### src/verilog/asprf_defines.vh
// Shared constants for the converter serial port block.
`ifndef ASPRF_DEFINES_VH
`define ASPRF_DEFINES_VH
`define ASPRF_COMM_WR_BIT      7
`define ASPRF_COMM_RSEL_HI     3
`define ASPRF_COMM_RSEL_LO     0
`define ASPRF_REG_COMM         4'h0
`define ASPRF_REG_STATUS       4'h0
`define ASPRF_REG_MODE         4'h1
`define ASPRF_REG_CTRL         4'h2
`define ASPRF_REG_FILTER       4'h3
`define ASPRF_REG_DATA         4'h4
`define ASPRF_REG_OFFSET       4'h5
`define ASPRF_REG_GAIN         4'h6
`define ASPRF_MODE_BITS_HI     2
`define ASPRF_MODE_CAL_MIN     3'h4
`define ASPRF_RST_MODE         8'h00
`define ASPRF_RST_CTRL         8'h07
`define ASPRF_RST_FILTER       8'h45
`define ASPRF_RST_OFFSET       24'h800000
`define ASPRF_RST_GAIN         24'h500000
`define ASPRF_FIFO_DEPTH       8
`endif

### src/verilog/asprf_fifo.v
// Parameterised valid/ready FIFO for conversion results.
module asprf_fifo #(
    parameter WIDTH = 24,
    parameter DEPTH = 8,
    parameter AW    = 3
) (
    // Clock and reset.
    input  wire             i_clk,
    input  wire             i_resetn,
    // Fill side.
    input  wire             i_in_valid,
    output wire             o_in_ready,
    input  wire [WIDTH-1:0] i_in_data,
    // Drain side.
    output wire             o_out_valid,
    input  wire             i_out_ready,
    output wire [WIDTH-1:0] o_out_data
);
    reg [WIDTH-1:0] mem_reg [0:DEPTH-1];
    reg [AW-1:0]    wr_reg;
    reg [AW-1:0]    rd_reg;
    reg [AW:0]      cnt_reg;
    reg             room_reg;
    wire            push;
    wire            pop;

    assign o_in_ready  = room_reg;
    assign o_out_valid = (cnt_reg != {(AW+1){1'b0}});
    assign o_out_data  = mem_reg[rd_reg];
    assign push        = i_in_valid & o_in_ready;
    assign pop         = o_out_valid & i_out_ready;

    always @(posedge i_clk) begin
        if (push) begin
            mem_reg[wr_reg] <= i_in_data;
        end
    end

    always @(posedge i_clk or negedge i_resetn) begin
        if (!i_resetn) begin
            wr_reg  <= {AW{1'b0}};
            rd_reg  <= {AW{1'b0}};
            cnt_reg <= {(AW+1){1'b0}};
            room_reg <= 1'b1;
        end else begin
            if (push) begin
                wr_reg <= (wr_reg == DEPTH[AW-1:0] - 1'b1) ? {AW{1'b0}} : wr_reg + 1'b1;
            end
            if (pop) begin
                rd_reg <= (rd_reg == DEPTH[AW-1:0] - 1'b1) ? {AW{1'b0}} : rd_reg + 1'b1;
            end
            // Room is kept in a flop so the fill side sees a registered ready.
            if (push && !pop) begin
                cnt_reg  <= cnt_reg + 1'b1;
                room_reg <= (cnt_reg != DEPTH[AW:0] - 1'b1);
            end else if (pop && !push) begin
                cnt_reg  <= cnt_reg - 1'b1;
                room_reg <= 1'b1;
            end
        end
    end
endmodule

### src/verilog/asprf_serial_port.v
// Serial port, register set and ready flag of the converter.
`include "asprf_defines.vh"

////////////////////////////////////////////////////////////////////////////////
// Overview of operation
// - Serial port reacts only while select is low.
// - Select rising ends the frame; a new frame starts at the comms write.
// - With select tied low the port works as three-wire link.
// - Ready goes low while an unread result sits in the data register.
// - Ready returns high when a data register read completes.
// - Unread result: ready rises before the data register is updated.
// - Ready goes low when a calibration finishes.
// - After calibration ready stays low until mode bits are written.
// - Output shift register loads from any data, calibration or control reg.
// - Input shift word goes to the register chosen by comms select bits.
// - Gated or continuous serial clock both work; state kept between bursts.
// - Reset returns port and registers to their power-on state.
module asprf_serial_port #(
    parameter DW = 24
) (
    // Clock and reset.
    input  wire          i_clk,
    input  wire          i_resetn,
    // Serial pins.
    input  wire          i_cs_n,
    input  wire          i_sclk,
    input  wire          i_din,
    output reg           o_dout,
    output reg           o_rdy_n,
    // Converter core side.
    input  wire          i_conv_valid,
    output wire          o_conv_ready,
    input  wire [DW-1:0] i_conv_data,
    input  wire          i_cal_done,
    output reg  [7:0]    o_mode,
    output reg           o_mode_wr,
    output reg  [7:0]    o_ctrl,
    output reg  [7:0]    o_filter,
    output reg  [DW-1:0] o_offset,
    output reg  [DW-1:0] o_gain
);
    localparam ST_COMM = 2'h0;
    localparam ST_WR   = 2'h1;
    localparam ST_RD   = 2'h2;

    reg  [1:0]    cs_sync_reg;
    reg  [2:0]    sclk_sync_reg;
    reg  [1:0]    din_sync_reg;
    reg  [1:0]    state_reg;
    reg  [4:0]    bits_reg;
    reg  [DW-1:0] in_sh_reg;
    reg  [DW-1:0] out_sh_reg;
    reg  [3:0]    sel_reg;
    reg  [DW-1:0] data_reg;
    reg           unread_reg;
    reg           cal_hold_reg;
    reg  [4:0]    len_next;
    reg  [DW-1:0] rd_word;
    wire          sel_active;
    wire          rise;
    wire          fall;
    wire          fifo_valid;
    wire [DW-1:0] fifo_data;
    wire          take;
    wire [DW-1:0] in_word;

    // Only the later stages are read; the first stage of each synchroniser stays private.
    assign sel_active = ~cs_sync_reg[1];
    assign rise       = sclk_sync_reg[1] & ~sclk_sync_reg[2];
    assign fall       = ~sclk_sync_reg[1] & sclk_sync_reg[2];
    assign in_word    = {in_sh_reg[DW-2:0], din_sync_reg[1]};
    // A fresh result is taken only when the data register is idle on the link.
    // Waiting for ready to stand high first means a host never sees it low
    // on a word that is then replaced under it.
    assign take       = fifo_valid & o_rdy_n &
                        ~(state_reg == ST_RD && sel_reg == `ASPRF_REG_DATA);

    asprf_fifo #(.WIDTH(DW), .DEPTH(`ASPRF_FIFO_DEPTH), .AW(3)) u_fifo (
        .i_clk       (i_clk),
        .i_resetn    (i_resetn),
        .i_in_valid  (i_conv_valid),
        .o_in_ready  (o_conv_ready),
        .i_in_data   (i_conv_data),
        .o_out_valid (fifo_valid),
        .i_out_ready (take),
        .o_out_data  (fifo_data)
    );

    always @* begin
        case (sel_reg)
            `ASPRF_REG_MODE, `ASPRF_REG_CTRL, `ASPRF_REG_FILTER: len_next = 5'h08;
            `ASPRF_REG_STATUS: len_next = 5'h08;
            default: len_next = DW[4:0];
        endcase
    end

    always @* begin
        case (sel_reg)
            `ASPRF_REG_STATUS: rd_word = {{(DW-8){1'b0}}, ~o_rdy_n, cal_hold_reg, 6'h00};
            `ASPRF_REG_MODE:   rd_word = {o_mode, {(DW-8){1'b0}}};
            `ASPRF_REG_CTRL:   rd_word = {o_ctrl, {(DW-8){1'b0}}};
            `ASPRF_REG_FILTER: rd_word = {o_filter, {(DW-8){1'b0}}};
            `ASPRF_REG_DATA:   rd_word = data_reg;
            `ASPRF_REG_OFFSET: rd_word = o_offset;
            `ASPRF_REG_GAIN:   rd_word = o_gain;
            default:           rd_word = {DW{1'b0}};
        endcase
        if (sel_reg == `ASPRF_REG_STATUS) begin
            rd_word = {rd_word[7:0], {(DW-8){1'b0}}};
        end
    end

    ////////////////////////////////////////////////////////////////////////////
    // Pin synchronisers. Select and clock reset to their idle high level so
    // that leaving reset never shows a false edge.
    always @(posedge i_clk or negedge i_resetn) begin
        if (!i_resetn) begin
            cs_sync_reg   <= 2'h3;
            sclk_sync_reg <= 3'h7;
            din_sync_reg  <= 2'h0;
        end else begin
            cs_sync_reg   <= {cs_sync_reg[0], i_cs_n};
            sclk_sync_reg <= {sclk_sync_reg[1:0], i_sclk};
            din_sync_reg  <= {din_sync_reg[0], i_din};
        end
    end

    ////////////////////////////////////////////////////////////////////////////
    // Asynchronous reset restores power-on state of every register.
    always @(posedge i_clk or negedge i_resetn) begin
        if (!i_resetn) begin
            state_reg     <= ST_COMM;
            bits_reg      <= 5'h00;
            in_sh_reg     <= {DW{1'b0}};
            out_sh_reg    <= {DW{1'b0}};
            sel_reg       <= 4'h0;
            data_reg      <= {DW{1'b0}};
            unread_reg    <= 1'b0;
            o_dout        <= 1'b1;
            o_mode        <= `ASPRF_RST_MODE;
            o_mode_wr     <= 1'b0;
            o_ctrl        <= `ASPRF_RST_CTRL;
            o_filter      <= `ASPRF_RST_FILTER;
            o_offset      <= `ASPRF_RST_OFFSET;
            o_gain        <= `ASPRF_RST_GAIN;
        end else begin
            o_mode_wr     <= 1'b0;
            // Bit count and shift state persist across idle clock gaps.
            if (!sel_active) begin
                state_reg <= ST_COMM;
                bits_reg  <= 5'h00;
            end else if (rise && state_reg != ST_RD) begin
                in_sh_reg <= in_word;
                bits_reg  <= bits_reg + 5'h01;
                if (state_reg == ST_COMM && bits_reg == 5'h07) begin
                    bits_reg <= 5'h00;
                    sel_reg  <= in_word[`ASPRF_COMM_RSEL_HI:`ASPRF_COMM_RSEL_LO];
                    if (in_word[`ASPRF_COMM_WR_BIT] == 1'b0) begin
                        state_reg <= ST_RD;
                    end else begin
                        state_reg <= ST_WR;
                    end
                end else if (state_reg == ST_WR && bits_reg == len_next - 5'h01) begin
                    state_reg <= ST_COMM;
                    bits_reg  <= 5'h00;
                    case (sel_reg)
                        `ASPRF_REG_MODE: begin
                            o_mode    <= in_word[7:0];
                            o_mode_wr <= 1'b1;
                        end
                        `ASPRF_REG_CTRL:   o_ctrl   <= in_word[7:0];
                        `ASPRF_REG_FILTER: o_filter <= in_word[7:0];
                        `ASPRF_REG_OFFSET: o_offset <= in_word;
                        `ASPRF_REG_GAIN:   o_gain   <= in_word;
                        default: ;
                    endcase
                end
            end else if (state_reg == ST_RD && fall) begin
                // Data leaves MSB first on the falling edge.
                if (bits_reg == 5'h00) begin
                    o_dout     <= rd_word[DW-1];
                    out_sh_reg <= {rd_word[DW-2:0], 1'b0};
                end else begin
                    o_dout     <= out_sh_reg[DW-1];
                    out_sh_reg <= {out_sh_reg[DW-2:0], 1'b0};
                end
            end else if (state_reg == ST_RD && rise) begin
                bits_reg <= bits_reg + 5'h01;
                if (bits_reg == len_next - 5'h01) begin
                    state_reg <= ST_COMM;
                    bits_reg  <= 5'h00;
                    if (sel_reg == `ASPRF_REG_DATA) begin
                        unread_reg <= 1'b0;
                    end
                end
            end
            if (take) begin
                data_reg   <= fifo_data;
                unread_reg <= 1'b1;
            end
        end
    end

    ////////////////////////////////////////////////////////////////////////////
    // Ready flag and calibration hold.
    always @(posedge i_clk or negedge i_resetn) begin
        if (!i_resetn) begin
            cal_hold_reg <= 1'b0;
            o_rdy_n      <= 1'b1;
        end else begin
            // Mode write releases the calibration hold; a finish that lands
            // in the same cycle wins so the completion is not lost.
            if (o_mode_wr) begin
                cal_hold_reg <= 1'b0;
            end
            if (i_cal_done) begin
                cal_hold_reg <= 1'b1;
            end
            // Pending result pulls ready high one cycle before the update.
            o_rdy_n <= ~((unread_reg & ~fifo_valid) | cal_hold_reg);
        end
    end
endmodule

### config.mk
export PLATFORM = sky130hd
export DESIGN_NAME = asprf_serial_port
export DESIGN_NICKNAME = d
export VERILOG_FILES = /design/src/verilog/asprf_fifo.v /design/src/verilog/asprf_serial_port.v
export VERILOG_INCLUDE_DIRS = /design/src /design/src/verilog
export SDC_FILE = /design/constraint.sdc
export NUM_CORES = 1
export LEC_CHECK = 0
export ABC_AREA = 1
export BUFFER_PORTS_ARGS = -buffer_cell sky130_fd_sc_hd__buf_2
export CAP_MARGIN = 30
export CORE_MARGIN = 4
export CORE_UTILIZATION = 35
export CTS_CLUSTER_DIAMETER = 40
export DETAILED_ROUTE_END_ITERATION = 8
export GPL_ROUTABILITY_DRIVEN = 0
export PLACE_DENSITY = 0.49
export SYNTH_ARGS = -nofsm -noshare
export SYNTH_HDL_FRONTEND = slang
export SYNTH_SLANG_ARGS = --single-unit
### constraint.sdc
create_clock -name i_clk -period 2.6 [get_ports i_clk]
set_input_delay 0.39 -clock i_clk [delete_from_list [all_inputs] [get_ports i_clk]]
set_output_delay 0.39 -clock i_clk [all_outputs]
set_load 0.1 [all_outputs]
==> flow_metrics.env, run 1 <==
export IMPL_outcome="finished, final reports clean"
export IMPL_vdd_drop_max_v=0.0004398
export IMPL_synth_top_family_by_area="simple AND/OR/NAND/NOR gates"
export IMPL_final_nets=1680
export IMPL_fin_crit_ns=2.148
export IMPL_synth_top_area_frac=0.3704
export IMPL_die_w_microns=218.9
export IMPL_synth_xor_area_share=0.002814
export IMPL_cts_setup_buffers=0
export IMPL_grt_overflow_total=0
export IMPL_grt_pass1_vias=10690
export IMPL_cap_violations=0
export IMPL_antenna_found_initial=3
export IMPL_slew_headroom=0.5834
export IMPL_finalSetupViolations=0
export IMPL_coreArea_sq_um=44120
export IMPL_rows=77
export IMPL_dieArea_sq_um=47910
export IMPL_grt_pass1_wl_microns=65380
export IMPL_hold_viol_final=0
export IMPL_worstSkewPairLatency_ns=0.60
export IMPL_n_antenna_cell=0
export IMPL_fmax_mhz=465.5
export IMPL_cellPowerDensity_nw_per_um2=843.6
export IMPL_drt_wirelength_per_cell_microns=18.56
export IMPL_hpwl_microns=26770
export IMPL_clk_path_buf_depth=3
export IMPL_ys_warn_count=0
export IMPL_yosys_cell_types_count=34
export IMPL_synthCells=1513
export IMPL_ant_nets=0
export IMPL_synthesis_area_sq_um=15560
export IMPL_syn_num_nets=1554
export IMPL_synthTopCellsByArea="edfxtp_1 (37%), dfrtp_1 (26%), nand2_1 (7.6%)"
export IMPL_drt_iter0_markers=919
export IMPL_min_period_over_period=0.8263
export IMPL_synth_compound_area_frac=0.1151
export IMPL_worstPathArrival_ns=2.63
export IMPL_start_kind="flip-flop"
export IMPL_floorplan_initialDensity=0.3527
export IMPL_clkTransAtPathRegs_ns=0.05
export IMPL_dr_pass1_iters=7
export IMPL_synth_seq_cells=368
export IMPL_critical_path_class="reg2reg"
export IMPL_vias=11040
export IMPL_routed_wl_microns=42300
export IMPL_drive_above_1_share=0.1796
export IMPL_clock_skew_ns=0.02127
export IMPL_worst_ep_required_time_ns=3.08
export IMPL_stdcell_count=2279
export IMPL_synth_seq_area_share=0.6547
export IMPL_cts_tree="built"
export IMPL_finalSetupTns_ns=0
export IMPL_vias_per_cell=4.843
export IMPL_cts_sinks=368
export IMPL_synth_fa_ha_area_frac=0.008039
export IMPL_power_leakage_nw=7.974
export IMPL_drc_errors=0
export IMPL_crit_path_max_fanout=5
export IMPL_numCtsBuffers=59
export IMPL_synth_simple_area_share=0.1605
export IMPL_h_tree_depth=2
export IMPL_ioPinCount=107
export IMPL_largest_reg_flops=192
export IMPL_grt_max_degree=62
export IMPL_syn_to_final_growth_pct=21.78
export IMPL_postCtsResizedCells=0
export IMPL_die_h_microns=218.9
export IMPL_cts_root_buf="clkbuf_16"
export IMPL_yosysTopAreaCell="edfxtp_1"
export IMPL_utilization=0.4296
export IMPL_nFillCells=4289
export IMPL_synth_mux_area_frac=0
export IMPL_grt_usage=0.1768
export IMPL_end_kind="flip-flop"
export IMPL_portBuffers=106
export IMPL_syn_avg_cell_area_sq_um=10.29
export IMPL_holdCritPathClass="in2reg"
export IMPL_rsz0062_at_grt="false"
export IMPL_worst_pin_slew_ns=0.6248
export IMPL_fin_total_pwr_mw=15.99
export IMPL_holdBufCountCts=5
export IMPL_dp_cells=2165
export IMPL_finalMaxSlewViolations=0
[Yosys cell counts, drive strengths merged]
| library cell | instances |
|---|---|
| a21oi | 38 |
| a31oi | 1 |
| buf | 37 |
| clkbuf | 43 |
| dfrtp | 159 |
| dfstp | 17 |
| edfxtp | 192 |
| ha | 10 |
| inv | 141 |
| nand2 | 316 |
| nand3 | 141 |
| nor2 | 132 |
| nor3 | 3 |
| nor4 | 1 |
| o211ai | 72 |
| o21ai | 198 |
| o21bai | 2 |
| o22ai | 1 |
| o31ai | 1 |
| o41ai | 1 |
| or2 | 2 |
| xnor2 | 3 |
| xor2 | 2 |
[report_power, final]
part           leakage [nW]  internal, mW  total (mW)  switching, mW
clock                  1.01          5.21        8.00           2.79
combinational          2.86         0.280        1.14          0.858
sequential             4.11          6.70        6.85          0.147
[metrics by stage]
step / instance area (sq um) / setup WS [ns] / hold WS (ns)
CTS: 18960 / 0.4551 / 0.03294
detailed placement: 16840 / 0.4806 / 0.3483
floorplan: 15570 / -0.09356 / 0.09441
finish: 18960 / 0.4516 / 0.06006
global route: 18960 / 0.2430 / 0.05655
global placement: 16840 / 0.5000 / 0.3433
[kinds of logic after synthesis]
logic type      Yosys count
fa+ha+maj                10
simple gates            595
buf+inv                 221
compound gates          314
xor+xnor                  5
flops                   368
[worst paths after layout]
kind,startpoint,end,slack [ns],cells past startpoint
worst min-delay path,i_conv_data[11],u_fifo.mem_reg[2][11]$_DFFE_PP_,0.06,1
worst min register to register,din_sync_reg[0]$_DFF_PN0_,din_sync_reg[1]$_DFF_PN0_,0.36,0
min in group asynchronous,i_resetn,o_mode[6]$_DFFE_PN0P_,0.33,2
max in group asynchronous,i_resetn,o_offset[23]$_DFFE_PN1P_,1.50,3
worst max register to register,sel_reg[1]$_DFFE_PN0P_,u_fifo.cnt_reg[3]$_DFFE_PN0P_,0.45,15
worst max-delay path,sel_reg[1]$_DFFE_PN0P_,u_fifo.cnt_reg[3]$_DFFE_PN0P_,0.45,15
[layout make-up]
cell class / count / area [sq um] / area share
timing repair buffer: 145 / 929.6 / 0.04904
clock buffer: 81 / 1713 / 0.09036
inverter: 141 / 529.3 / 0.02792
clock inverter: 28 / 350.3 / 0.01848
tap: 592 / 740.7 / 0.03908
multi-input combinational: 924 / 4497 / 0.2372
sequential: 368 / 10200 / 0.5379
[worst max-delay path: stages (launching register included)]
cell,delay [ns]
dfrtp_1,0.44
inv_1,0.13
nand2_1,0.08
nor2_2,0.12
nand2_1,0.10
nand3_2,0.08
ha_1,0.22
inv_1,0.06
ha_1,0.29
inv_1,0.07
o21bai_1,0.14
inv_1,0.07
nand3_1,0.08
nand2_1,0.05
nand2_1,0.05
nand2_1,0.05
[per-layer routing]
layer | vias up | global-route usage | share of wire
li1 | 5408 | - | -
met1 | 5313 | 0.2498 | 0.47
met2 | 258 | 0.2837 | 0.46
met3 | 52 | 0.03240 | 0.056
met4 | 6 | 0.04403 | 0.016
met5 | - | 0 | 0.00066
[layout by cell type, fill, tap and decap left out, types with 9 or more instances in the layout]
master       n
a21oi_1     38
buf_2      105
buf_4       27
clkbuf_1    10
clkbuf_16   62
clkbuf_8     9
dfrtp_1    157
dfstp_2     17
edfxtp_1   192
ha_1        10
inv_1      131
inv_2        9
nand2_1    315
nand3_1    134
nor2_1     113
nor2_2      14
o211ai_1    72
o21ai_0    123
o21ai_1     68
No activity file was read; power rests on OpenSTA's default activity.
==> run 2: changes to the inputs <==
--- a/config.mk
+++ b/config.mk
@@ -14,7 +14,7 @@
 export CTS_CLUSTER_DIAMETER = 40
 export DETAILED_ROUTE_END_ITERATION = 8
 export GPL_ROUTABILITY_DRIVEN = 0
-export PLACE_DENSITY = 0.49
+export PLACE_DENSITY = 0.51
 export SYNTH_ARGS = -nofsm -noshare
 export SYNTH_HDL_FRONTEND = slang
 export SYNTH_SLANG_ARGS = --single-unit
==> constraint.sdc (replaced) <==
create_clock -name i_clk -period 1.7 [get_ports i_clk]
set_input_delay 0.255 -clock i_clk [delete_from_list [all_inputs] [get_ports i_clk]]
set_output_delay 0.255 -clock i_clk [all_outputs]
set_load 0.1 [all_outputs]
==> run 2 against run 1 <==
The flow now finishes with violations (setup timing). Via count up 10%. Critical path depth shrank 6. Global-route usage rose by 0.22 points. Fmax increased by 17%. Die area is the same. Power is 50% higher. Non-clock buffer count grew 144. Combinational power is 140% higher. Count of clock-buffer cells in the layout shrank 12. Sequential share of layout area is 7.1 points lower. Clock skew fell by 0.0041 ns. Critical path type unchanged. Largest cell class unchanged.
==> flow_metrics.env, run 2 (same netlist as run 1, synthesis figures left out) <==
export IMPL_cts_sinks=368
export IMPL_n_antenna_cell=0
export IMPL_dp_cells=2217
export IMPL_vias=12190
export IMPL_final_cell_mix="nand2_1 (240), edfxtp_1 (192), dfrtp_1 (157)"
export IMPL_h_tree_depth=2
export IMPL_violations="setup timing"
export IMPL_slew_headroom=0.6525
export IMPL_r2r_start="bits_reg[1]$_DFFE_PN0P_"
export IMPL_worst_pin_slew_ns=0.5206
export IMPL_drt_iter0_markers=1038
export IMPL_coreArea_sq_um=44120
export IMPL_grt_pass1_wl_microns=66740
export IMPL_vdd_drop_max_v=0.0008232
export IMPL_grt_pass1_vias=11250
export IMPL_final_nets=1823
export IMPL_worst_ep_required_time_ns=2.14
export IMPL_r2r_cells=9
export IMPL_floorplan_initialDensity=0.3527
export IMPL_outcome="finished with violations"
export IMPL_clk_path_buf_depth=3
export IMPL_crit_path_max_fanout=24
export IMPL_grt_usage=0.1791
export IMPL_ant_nets=0
export IMPL_largest_reg_flops=192
export IMPL_dr_pass1_iters=7
export IMPL_cts_tree="built"
export IMPL_grt_overflow_total=0
export IMPL_worstPathArrival_ns=2.27
export IMPL_portBuffers=106
export IMPL_fin_crit_ns=1.830
export IMPL_fmax_mhz=546.5
export IMPL_r2r_setup_slack_ns=-0.13
export IMPL_fin_ws_ns=-0.1298
export IMPL_cts_root_buf="clkbuf_16"
export IMPL_finalSetupViolations=114
export IMPL_end_kind="flip-flop"
export IMPL_r2r_end="o_offset[6]$_DFFE_PN0P_"
export IMPL_stdcell_count=2419
export IMPL_holdCritPathClass="in2async"
export IMPL_vias_per_cell=5.041
export IMPL_drt_wirelength_per_cell_microns=19.88
export IMPL_finalMaxSlewViolations=0
export IMPL_whs_ns=0.1771
export IMPL_start_kind="flip-flop"
export IMPL_antenna_found_initial=0
export IMPL_worstSkewPairLatency_ns=0.59
export IMPL_routed_wl_microns=48080
export IMPL_critical_path_class="reg2reg"
export IMPL_drc_errors=0
export IMPL_pre_cts_slack_ns=-0.1360
export IMPL_clkTransAtPathRegs_ns=0.05
export IMPL_ioPinCount=107
export IMPL_numCtsBuffers=57
export IMPL_power_leakage_nw=9.028
export IMPL_layout_commonest_cell="nand2_1"
export IMPL_die_w_microns=218.9
export IMPL_rows=77
export IMPL_hold_viol_final=0
export IMPL_hpwl_microns=27340
export IMPL_min_period_over_period=1.076
export IMPL_cap_violations=0
export IMPL_drive_above_1_share=0.3087
export IMPL_dieArea_sq_um=47910
export IMPL_grt_max_degree=70
export IMPL_placed_area_sq_um=17710
export IMPL_clock_skew_ns=0.01721
export IMPL_rsz0062_at_grt="true"
export IMPL_cellPowerDensity_nw_per_um2=1097
export IMPL_final_cell_area_sq_um=21850
export IMPL_syn_to_final_growth_pct=40.39
export IMPL_die_h_microns=218.9
run 2: changes by cell type in the layout (fill, tap and decap cells not counted), sizes merged:
cell / before / now
dlygate4sd3: 5 / 29
buf: 140 / 236
clkinvlp: 3 / 9
bufinv: 6 / 2
clkbuf: 81 / 93
clkinv: 12 / 22
nand3: 141 / 142
inv: 148 / 143
run 2: area by class of cell:
cell class / instances / area (sq um)
flip-flops and latches: 368 / 10200
multi-input cells: 925 / 5303
clock inverters: 35 / 285.3
clock buffers: 69 / 1501
inverters: 141 / 563.0
repair buffers: 289 / 3256
fillers: 4049 / 22270
well taps: 592 / 740.7
run 2: worst max-delay path, stage by stage (launching register included):
cell     delay (ns)
dfrtp_1        0.39
ha_4           0.16
nand2_4        0.06
nor2_4         0.16
nand3_4        0.09
nor2_4         0.24
nand3_4        0.22
buf_12         0.23
nand2_1        0.06
o21ai_1        0.06
run 2: worst max-delay path by stage:
stage / from / to / depth (start not counted)
floorplan: o_rdy_n$_DFF_PN1_ / u_fifo.cnt_reg[3]$_DFFE_PN0P_ / 13
global placement: o_rdy_n$_DFF_PN1_ / u_fifo.cnt_reg[2]$_DFFE_PN0P_ / 10
detailed placement: sel_reg[3]$_DFFE_PN0P_ / u_fifo.cnt_reg[2]$_DFFE_PN0P_ / 14
CTS: o_rdy_n$_DFF_PN1_ / u_fifo.cnt_reg[2]$_DFFE_PN0P_ / 10
global route: sel_reg[1]$_DFFE_PN0P_ / u_fifo.cnt_reg[3]$_DFFE_PN0P_ / 16
finish: bits_reg[1]$_DFFE_PN0P_ / o_offset[6]$_DFFE_PN0P_ / 9
run 2: repair_timing:
action | 4_1_cts | 5_1_grt
endpoints found under the hold margin | 285 | 0
setup buffers | 15 | 30
cloned | 2 | 27
resized for setup | 103 | 245
pin swaps | 13 | 45
hold buffers | 29 | 0
setup endpoints to repair | 129 | 185
run 2: metrics by stage:
step | total power [mW] | setup TNS [ns] | util
floorplan | 11.74 | -32.28 | -
global placement | 12.91 | -0.1250 | 0.4015
detailed placement | 12.97 | -0.3017 | 0.4015
CTS | 24.15 | -2.482 | 0.4591
global route | 24.95 | -18.30 | 0.4952
finish | 23.98 | -9.399 | 0.4952
run 2: power by group:
group          internal (mW)  switching, mW  leakage, nW
Combinational           1.06           1.65         4.06
Sequential              10.2          0.204         4.11
Clock                   6.62           4.20        0.858
Total                   17.9           6.06         9.03
run 2: layer usage:
layer	part of all wire	wire length, microns	GRT usage	vias to the layer above
li1	-	-	-	5724
met1	0.42	20190	0.2474	5948
met2	0.48	23090	0.2948	411
met3	0.061	2931	0.02894	110
met4	0.039	1873	0.04866	0
met5	0	0	0	-
